## src/dram_strobe_regs.vh

```
// Timing constants for the strobe-driven dynamic RAM controller.
`ifndef DRAM_STROBE_REGS_VH
`define DRAM_STROBE_REGS_VH
// Clock period in picoseconds (125 MHz).
`define CLK_PERIOD_PS 8000
// Times in nanoseconds; least times and access times round up, refresh step rounds down.
`define ROW_ADDR_HOLD_NS 25
`define ROW_TO_COL_DELAY_NS 50
`define ACCESS_FROM_ROW_NS 250
`define ACCESS_FROM_COL_NS 165
`define PRECHARGE_NS 120
`define WRITE_PULSE_NS 75
`define ROW_ADDR_HOLD_CYC ((`ROW_ADDR_HOLD_NS*1000+`CLK_PERIOD_PS-1)/`CLK_PERIOD_PS)
`define ROW_TO_COL_CYC ((`ROW_TO_COL_DELAY_NS*1000+`CLK_PERIOD_PS-1)/`CLK_PERIOD_PS)
`define ACCESS_ROW_CYC ((`ACCESS_FROM_ROW_NS*1000+`CLK_PERIOD_PS-1)/`CLK_PERIOD_PS)
`define ACCESS_COL_CYC ((`ACCESS_FROM_COL_NS*1000+`CLK_PERIOD_PS-1)/`CLK_PERIOD_PS)
`define PRECHARGE_CYC ((`PRECHARGE_NS*1000+`CLK_PERIOD_PS-1)/`CLK_PERIOD_PS)
`define WRITE_PULSE_CYC ((`WRITE_PULSE_NS*1000+`CLK_PERIOD_PS-1)/`CLK_PERIOD_PS)
// Refresh interval: 2 ms spread over 128 rows, longest time rounds down.
`define REFRESH_PERIOD_MS 2
`define REFRESH_ROWS 128
`define REFRESH_STEP_CYC ((`REFRESH_PERIOD_MS*1000000000/`REFRESH_ROWS)/`CLK_PERIOD_PS)
`endif

```

## src/refresh_timer.v

```verilog
// Refresh request timer and row counter.
`timescale 1ns/1ps
`include "dram_strobe_regs.vh"
module refresh_timer #(
   parameter STEP_CYC = `REFRESH_STEP_CYC,
   parameter ROW_W = 7
) (
   input wire mclk,
   input wire rst,
   input wire refresh_done,
   output reg refresh_due_reg,
   output reg [ROW_W-1:0] refresh_row_reg
);
   reg [15:0] tick_reg;
   always @(posedge mclk or posedge rst) begin
      if (rst) begin
         tick_reg <= 16'h0000;
         refresh_due_reg <= 1'b0;
         refresh_row_reg <= {ROW_W{1'b0}};
      end else begin
         if (tick_reg >= STEP_CYC[15:0] - 16'h0001) begin
            tick_reg <= 16'h0000;
         end else begin
            tick_reg <= tick_reg + 16'h0001;
         end
         // A new tick wins over the done strobe of the same cycle.
         if (tick_reg >= STEP_CYC[15:0] - 16'h0001) begin
            refresh_due_reg <= 1'b1;
         end else if (refresh_done) begin
            refresh_due_reg <= 1'b0;
         end
         if (refresh_done) begin
            refresh_row_reg <= refresh_row_reg + {{(ROW_W-1){1'b0}}, 1'b1};
         end
      end
   end
endmodule // refresh_timer

```

## src/dram_strobe_ctrl.v

```verilog
// Host-side controller driving a multiplexed-address 16K x 1 dynamic RAM.
// Operation
// - Cell address is 14 bits, sent as two 7-bit halves on shared pins.
// - Hold row address its hold time, then switch to column before strobe.
// - Early write: data sampled at column strobe fall.
// - Delayed write: data sampled at write enable fall.
// - Reads keep write enable high while column strobe is low.
// - With only early writes, data in and out may share one line.
// - Only a device receiving both strobes reads or writes.
// - Page mode keeps row strobe low; up to 128 columns per page.
// - Wider pages drive row strobe to all and decode column strobe.
// - Refresh all 128 rows within every 2 ms.
// - Prefer row-strobe-only refresh cycles; they use less power.
`timescale 1ns/1ps
`include "dram_strobe_regs.vh"
module dram_strobe_ctrl #(
   parameter ADDR_W = 7,
   parameter BANKS = 2,
   parameter REFRESH_STEP = `REFRESH_STEP_CYC
) (
   input wire mclk,
   input wire rst,
   input wire req_valid,
   input wire req_write,
   input wire req_delayed,
   input wire req_page_last,
   input wire [$clog2(BANKS)-1:0] req_bank,
   input wire [2*ADDR_W-1:0] req_addr,
   input wire req_wdata,
   output wire req_ready,
   output reg rd_valid_reg,
   output reg rd_data_reg,
   output reg [ADDR_W-1:0] mem_addr_reg,
   output reg row_strobe_n_reg,
   output reg [BANKS-1:0] column_strobe_n_reg,
   output reg write_enable_n_reg,
   output reg write_data_in_reg,
   input wire read_data_out
);
   // ------------------------------------------------------------
   // States and timing
   // ------------------------------------------------------------
   localparam [2:0] S_IDLE = 3'h0;
   localparam [2:0] S_ROW = 3'h1;
   localparam [2:0] S_COL = 3'h2;
   localparam [2:0] S_ACC = 3'h3;
   localparam [2:0] S_PAGE = 3'h4;
   localparam [2:0] S_PRE = 3'h5;
   localparam [2:0] S_REF = 3'h6;
   // Whole-cycle counts are cut to the width of the cycle counter.
   localparam integer HOLD_I = `ROW_ADDR_HOLD_CYC;
   localparam integer RCD_I = `ROW_TO_COL_CYC;
   localparam integer ACC_R_I = `ACCESS_ROW_CYC;
   localparam integer ACC_C_I = `ACCESS_COL_CYC;
   localparam integer PRE_I = `PRECHARGE_CYC;
   localparam integer WR_I = `WRITE_PULSE_CYC;
   localparam [7:0] HOLD_C = HOLD_I[7:0];
   localparam [7:0] RCD_C = RCD_I[7:0];
   localparam [7:0] ACC_R_C = ACC_R_I[7:0];
   localparam [7:0] ACC_C_C = ACC_C_I[7:0];
   localparam [7:0] PRE_C = PRE_I[7:0];
   localparam [7:0] WR_C = WR_I[7:0];
   reg [2:0] state_reg;
   reg [7:0] cnt_reg;
   reg write_reg;
   reg delayed_reg;
   reg last_reg;
   reg [$clog2(BANKS)-1:0] bank_reg;
   reg [ADDR_W-1:0] row_reg;
   reg [ADDR_W-1:0] col_reg;
   reg data_reg;
   reg page_open_reg;
   reg sync1_reg;
   reg sync2_reg;
   reg refresh_done;
   wire refresh_due;
   wire [ADDR_W-1:0] refresh_row;
   // Decode one column strobe line from the bank number.
   function [BANKS-1:0] col_sel_n;
      input [$clog2(BANKS)-1:0] b;
      begin
         col_sel_n = ~({{(BANKS-1){1'b0}}, 1'b1} << b);
      end
   endfunction
   // ------------------------------------------------------------
   // Refresh timer
   // ------------------------------------------------------------
   refresh_timer #(
      .STEP_CYC(REFRESH_STEP),
      .ROW_W(ADDR_W)
   ) u_refresh (
      .mclk(mclk),
      .rst(rst),
      .refresh_done(refresh_done),
      .refresh_due_reg(refresh_due),
      .refresh_row_reg(refresh_row)
   );
   // Accepts a new cycle only while idle, or a same-row cycle in a page.
   // A due refresh holds both off, so a long page cannot starve it.
   assign req_ready = !refresh_due && (state_reg == S_IDLE ||
      (state_reg == S_PAGE && page_open_reg));
   // The data pin comes from an unclocked part, so it is synchronised.
   always @(posedge mclk or posedge rst) begin
      if (rst) begin
         sync1_reg <= 1'b0;
         sync2_reg <= 1'b0;
      end else begin
         sync1_reg <= read_data_out;
         sync2_reg <= sync1_reg;
      end
   end
   // ------------------------------------------------------------
   // Strobe sequencer
   // ------------------------------------------------------------
   always @(posedge mclk or posedge rst) begin
      if (rst) begin
         state_reg <= S_IDLE;
         cnt_reg <= 8'h00;
         write_reg <= 1'b0;
         delayed_reg <= 1'b0;
         last_reg <= 1'b0;
         bank_reg <= {$clog2(BANKS){1'b0}};
         row_reg <= {ADDR_W{1'b0}};
         col_reg <= {ADDR_W{1'b0}};
         data_reg <= 1'b0;
         page_open_reg <= 1'b0;
         refresh_done <= 1'b0;
         rd_valid_reg <= 1'b0;
         rd_data_reg <= 1'b0;
         mem_addr_reg <= {ADDR_W{1'b0}};
         row_strobe_n_reg <= 1'b1;
         column_strobe_n_reg <= {BANKS{1'b1}};
         write_enable_n_reg <= 1'b1;
         write_data_in_reg <= 1'b0;
      end else begin
         refresh_done <= 1'b0;
         rd_valid_reg <= 1'b0;
         cnt_reg <= cnt_reg + 8'h01;
         case (state_reg)
            S_IDLE: begin
               cnt_reg <= 8'h00;
               if (refresh_due) begin
                  // The refresh row settles one cycle before the strobe.
                  mem_addr_reg <= refresh_row;
                  state_reg <= S_REF;
               end else if (req_valid) begin
                  write_reg <= req_write;
                  delayed_reg <= req_delayed;
                  last_reg <= req_page_last;
                  bank_reg <= req_bank;
                  row_reg <= req_addr[2*ADDR_W-1:ADDR_W];
                  col_reg <= req_addr[ADDR_W-1:0];
                  data_reg <= req_wdata;
                  mem_addr_reg <= req_addr[2*ADDR_W-1:ADDR_W];
                  state_reg <= S_ROW;
               end
            end
            S_ROW: begin
               // Address settles one cycle before the row strobe falls.
               row_strobe_n_reg <= 1'b0;
               cnt_reg <= 8'h00;
               state_reg <= S_COL;
            end
            S_COL: begin
               if (cnt_reg == HOLD_C) begin
                  mem_addr_reg <= col_reg;
               end
               if (cnt_reg == RCD_C) begin
                  // Early write drops write enable and data first.
                  if (write_reg && !delayed_reg) begin
                     write_enable_n_reg <= 1'b0;
                  end
                  write_data_in_reg <= data_reg;
               end
               if (cnt_reg == RCD_C + 8'h01) begin
                  column_strobe_n_reg <= col_sel_n(bank_reg);
                  cnt_reg <= 8'h00;
                  page_open_reg <= 1'b1;
                  state_reg <= S_ACC;
               end
            end
            S_ACC: begin
               // Delayed write drops write enable after the column strobe.
               if (write_reg && delayed_reg && cnt_reg == ACC_C_C) begin
                  write_enable_n_reg <= 1'b0;
               end
               // Wait the longer access; synchroniser adds two cycles.
               if (!write_reg && cnt_reg == ACC_R_C + 8'h02) begin
                  rd_valid_reg <= 1'b1;
                  rd_data_reg <= sync2_reg;
               end
               if (cnt_reg == ACC_R_C + WR_C + 8'h02) begin
                  write_enable_n_reg <= 1'b1;
                  column_strobe_n_reg <= {BANKS{1'b1}};
                  cnt_reg <= 8'h00;
                  state_reg <= last_reg ? S_PRE : S_PAGE;
               end
            end
            S_PAGE: begin
               // Row strobe stays low; next column of the same row.
               if (refresh_due) begin
                  cnt_reg <= 8'h00;
                  state_reg <= S_PRE;
               end else if (req_valid) begin
                  write_reg <= req_write;
                  delayed_reg <= req_delayed;
                  last_reg <= req_page_last;
                  bank_reg <= req_bank;
                  col_reg <= req_addr[ADDR_W-1:0];
                  mem_addr_reg <= req_addr[ADDR_W-1:0];
                  data_reg <= req_wdata;
                  cnt_reg <= RCD_C - 8'h01;
                  state_reg <= S_COL;
               end
            end
            S_PRE: begin
               row_strobe_n_reg <= 1'b1;
               page_open_reg <= 1'b0;
               if (cnt_reg == PRE_C) begin
                  state_reg <= S_IDLE;
               end
            end
            S_REF: begin
               // Row-strobe-only refresh; column strobes stay high.
               if (cnt_reg == ACC_R_C) begin
                  row_strobe_n_reg <= 1'b1;
                  refresh_done <= 1'b1;
                  cnt_reg <= 8'h00;
                  state_reg <= S_PRE;
               end else begin
                  row_strobe_n_reg <= 1'b0;
               end
            end
            default: begin
               state_reg <= S_IDLE;
            end
         endcase
      end
   end
endmodule // dram_strobe_ctrl

```

## config.mk

```make
export PLATFORM = sky130hd
export DESIGN_NAME = dram_strobe_ctrl
export DESIGN_NICKNAME = d
export VERILOG_FILES = /design/src/refresh_timer.v /design/src/dram_strobe_ctrl.v
export VERILOG_INCLUDE_DIRS = /design/src /design/src/src
export SDC_FILE = /design/constraint.sdc
export NUM_CORES = 1
export LEC_CHECK = 0
export ABC_AREA = 1
export BUFFER_PORTS_ARGS = -buffer_cell sky130_fd_sc_hd__buf_2
export CAP_MARGIN = 30
export CORE_ASPECT_RATIO = 0.9
export CORE_UTILIZATION = 60
export DETAILED_ROUTE_END_ITERATION = 10
export PLACE_DENSITY = 0.83
export REMOVE_ABC_BUFFERS = 1
export SYNTH_ARGS = -nofsm -noshare
export SYNTH_HDL_FRONTEND = slang
export SYNTH_SLANG_ARGS = --single-unit
```

## constraint.sdc

```tcl
create_clock -name mclk -period 4.43 [get_ports mclk]
set_input_delay 0.443 -clock mclk [delete_from_list [all_inputs] [get_ports mclk]]
set_output_delay 0.443 -clock mclk [all_outputs]
set_load 0.02 [all_outputs]
```

Yosys cells after proc, flatten, opt, wreduce, memory -nomap -nowiden
Index checks and enable logic that the tools add are counted.
Storage, ports and cells
  bits in registers: 65
  output and inout port bits: 15
  logic and storage cells: 121
Cells by class
  add/subtract/negate cells: 3
  $lt $le $gt $ge: 1
  equality and inequality tests: 26
  shift-type cells: 1
  muxes and demuxes: 40
  bitwise logic cells: 2
  reduce and logical (&&, ||, !) cells: 26
Operator list (count)
  $mux 8: 5
  $pmux 8 s5: 1
  $mux 7: 5
  $eq 8x6->1 const B: 3
  $mux 3: 8
  $pmux 3 s7: 1
  $pmux 7 s3: 1
  $ne 2x2->1 const B: 9
  $add 16x1->16 const B: 1
  $eq 8x3->1 const B: 2
  $eq 8x4->1 const B: 2
  $ge 16x11->1 const B: 1
  $mux 16: 1
  $mux 1: 12
  $eq 3x3->1 const B: 3
  $add 8x1->8 const B: 1
  $eq 8x5->1 const B: 1
  $add 7x1->7 const B: 1
  $eq 3x2->1 const B: 2
  $logic_and 1x1->1: 6
  $ne 3x2->1 const B: 2
  $reduce_and 2->1: 3
  $reduce_and 3->1: 2
  $reduce_and 6->1: 1
  17 further kinds: 25

Depth between registers and ports, before layout
  depth in word-level cells: 5
  depth in mapped cells: 11
  depth with buffers taken out: 11

Cells and area by module
From an unflattened synthesis, not the netlist that was laid out.
Second synthesis, totals
  cell total of the unflattened synthesis: 425
  area total of the unflattened synthesis: 3420.8 µm²
Modules (own cells, without submodules)
  dram_strobe_ctrl: times used 1, cells each 303, area each 2332.2 µm²
  refresh_timer: times used 1, cells each 122, area each 1088.5 µm²

Least setup slack after synthesis
OpenSTA, ideal clock, no wires.
  path kind: register -> output
  start point: register state_reg[0]
  end point: output req_ready
  arrival time: 1116 ps
  required time: 3987 ps
  setup slack: 2871 ps
  cell stages (with the launch flop): 6
  path buffers: 0
  cells stage by stage: dfrtp_1 inv_2 nand2_1 nor2_2 inv_2 a21oi_1
Between the ends
  longest elaborated chain between the ends: 4
  elaborated cells between the ends (all ways): 5
  those cells by class: eq/ne (1); reduce/logical (4)
Ends and longest elaborated chain
  start, declared: line dram_strobe_ctrl.v:63  | reg [2:0] state_reg;
  start signal, assigned: line dram_strobe_ctrl.v:196  | state_reg <= last_reg ? S_PRE : S_PAGE;
  $eq 3x3->1: line dram_strobe_ctrl.v:101  | (state_reg == S_PAGE && page_open_reg));
  $logic_and 1x1->1: line dram_strobe_ctrl.v:101
  $logic_or 1x1->1 *: line dram_strobe_ctrl.v:100  | assign req_ready = !refresh_due && (state_reg == S_IDLE ||
  $logic_and 1x1->1 *: line dram_strobe_ctrl.v:100
  end, declared: line dram_strobe_ctrl.v:30  | output wire req_ready,
Every way passes the cells marked *; elsewhere a longest branch is shown, timed or not.

Worst setup path after layout
Same ends and word-level chain as after synthesis.

==> flow_summary.rst <==
.. list-table::
   :header-rows: 1

   * - Metric
     - Value
   * - Worst max-slew margin expressed relative to the limit
     - 46.3%
   * - Slew at the pin closest to its max-slew limit
     - 0.805 ns
   * - Clock transition at the registers of the reported paths
     - 0.07 ns
   * - Critical path required time
     - ~4.0 ns
   * - Cts-stage hold buffer count
     - 0
   * - Sort of element at the end of the critical path
     - output port
   * - Area after detailed placement
     - 3550 µm²
   * - Warnings from Yosys
     - 0
   * - Worst Setup Start Kind
     - register
   * - Synth top cells by count
     - nand2_1 (108), dfrtp_1 (61), nor2_1 (53)
   * - Top_reg_cell synth
     - dfrtp_1
   * - Count of routing violations after the opening detailed-route iteration
     - 197
   * - P_leak
     - slightly below 2 nW
   * - DRC
     - 0
   * - Pin count of the biggest net entering global routing
     - 66
   * - Count of cells resized by post-cts repair
     - 0
   * - Wire length of the first global-routing pass
     - roughly 11,000 µm
   * - Final std cell area, no fill
     - 3740 µm²
   * - Number of enable flip-flop cells after synthesis
     - 0
   * - Biggest area contributors in the synthesized netlist
     - dfrtp_1 (46%), nand2_1 (12%), nor2_1 (6.0%)
   * - Achievable frequency
     - 0.502 GHz
   * - Number of synthesized register bits
     - 65
   * - Final cycle utilization of the critical path
     - 45.0%
   * - Largest clock skew in the final design
     - around 0.0085 ns
   * - Area taken by flip-flops and latches
     - 1630 µm²
   * - DPL Wire Length
     - 4690 µm
   * - Synth cell types
     - 34
   * - Count of final max-slew check failures
     - 0
   * - Netlist area before placement
     - 3330 µm²
   * - Routed wire per std cell
     - 12.8 µm
   * - Final setup violating endpoints
     - 0
   * - Layout fillers
     - 420
   * - Boundary Pins
     - 38
   * - Clock buffer count from CTS
     - 9
   * - Dominant cell by count in the synthesized netlist
     - nand2_1
   * - Number of instances in the synthesized netlist
     - 406
   * - Clk_lat worst skew
     - about 0.33 ns
   * - Area of the core
     - 5290 µm²
   * - RSZ-0062 raised after global routing
     - false
   * - Worst-case vdd ir drop
     - 329 µV
   * - Crit Path Class
     - register to output port
   * - Hold Fails Final Rpt
     - 0
   * - Outcome
     - finished, final reports clean
   * - First-pass DRT Iterations
     - 4
   * - Final Routed Wirelength
     - 6680 µm
   * - Maximum count of clock buffers along a single path
     - 2
   * - Synthesis-to-finish area growth
     - 12.4%
   * - Max reg flops
     - 16
   * - Average instance area after synthesis
     - roughly 8.2 µm²
   * - Net count, final
     - 480
   * - Routed vias
     - ~2,700
   * - IO Port Bufs
     - 37
   * - Maxcap violations
     - 0
   * - Part of the Yosys area used for sequential elements
     - about half
   * - Power density normalized to cell area
     - around 470 nW/µm²
   * - Number of cells in the design after placement
     - a little over 500
   * - Diodes inserted
     - 0
   * - TritonCTS clock tree
     - done
   * - Share of layout cells above drive strength 1
     - 18.0%
   * - H-tree level count
     - 3
   * - Antenna violations before repair
     - 0
   * - Drt via density
     - 5.22
   * - Total negative slack for setup checks
     - 0 ns
   * - Final weighted congestion of routability-driven global placement
     - 0.884
   * - Arrival time of the worst setup path
     - between 1.5 and 2 ns
   * - Post-layout min period
     - approximately 2.0 ns
   * - Hold Worst Slack
     - 0.221 ns
   * - Total global routing overflow
     - 0
   * - Fraction of post-synthesis cell area in the top cell type by area
     - 45.9%
   * - All-layer global routing usage
     - 25.6%
   * - Clk root buf
     - clkbuf_8
   * - Initial standard-cell utilization of the core
     - 62.9%
   * - Y dimension of the die
     - 72.6 µm
   * - Vias in the first global route
     - 2,521
   * - Post-Route Utilization
     - a little over two thirds
   * - Full die area
     - 5840 µm²
   * - Class of the worst hold path
     - primary input to register
   * - Async set-or-reset flop fraction in the synthesized netlist
     - 100%
   * - Number of sinks on the clock net
     - 65
   * - Layout Cells excl Fill
     - 522
   * - Total area of multi-input combinational cells
     - 1450 µm²
   * - Routed Antenna Nets
     - 0
   * - Worst Path Max Fanout
     - 6
   * - Most area-hungry cell type in the Yosys netlist
     - dfrtp_1
   * - Number of placement rows
     - 25
   * - Post-CTS setup buffers
     - 0
   * - Overall die width
     - about 80 µm
[layout by cell type, fill, tap and decap left out, types with 7 or more instances in the layout]
cell type / count
nand2_1: 108
dfrtp_1: 61
nor2_1: 53
inv_1: 45
buf_2: 37
o21ai_0: 23
nand3_1: 22
xor2_1: 12
a21oi_1: 12
clkbuf_8: 10
inv_2: 7
o21ai_1: 7
ha_1: 7
[kinds of logic after synthesis]
group           count (synthesis)  share of synthesized area [%]
fa+ha+maj                       7                           2.63
mux                             6                           2.60
compound gates                 47                           7.83
flops                          65                           49.1
simple gates                  205                           26.2
buf+inv                        61                           7.90
xor+xnor                       14                           3.69
other cells                     1                          0.113
[layout make-up]
type	instances	share of cell area (%)
multi-input combinational	284	38.7
inverter	52	5.22
sequential	65	43.6
tap	67	2.24
clock inverter	3	1.07
clock buffer	13	3.98
timing repair buffer	38	5.15
[per-layer routing]
metal | routed length (µm) | track usage (%)
met1 | 3220 | 36.9
met2 | 3030 | 37.8
met3 | 387 | 7.88
met4 | 45 | 6.94
met5 | 0 | 0
[worst paths after layout]
check / from / endpoint / slack (ns) / cells after the start
setup / recovery: state_reg[0] / req_ready / 2.44 / 6
max in group asynchronous: rst / bank_reg / 3.55 / 3
min in group asynchronous: rst / state_reg[2] / 0.34 / 3
hold / removal: read_data_out / sync1_reg / 0.22 / 1
setup reg to reg: state_reg[0] / mem_addr_reg[1] / 2.62 / 8
hold reg to reg: sync1_reg / sync2_reg / 0.35 / 0
[through the flow]
stage	total power [mW]	worst slack, ns
floorplan	1.14	2.37
global placement	1.27	2.70
detailed placement	1.29	2.64
CTS	1.78	2.43
global route	1.88	2.34
finish	1.77	2.44
[worst max-delay path, cell delays in order, from the launching register on]
cell and delay (ns):
dfrtp_1 0.46, inv_2 0.09, nand2_1 0.09, nor2_2 0.20
inv_2 0.06, a21oi_1 0.14, buf_2 0.18
[report_power, final]
group	total, mW	switching (mW)	internal (mW)
logic	0.543	0.370	0.173
registers	0.742	0.0750	0.667
clock network	0.489	0.215	0.274
Note: power is estimated with default switching activity, not from simulation.
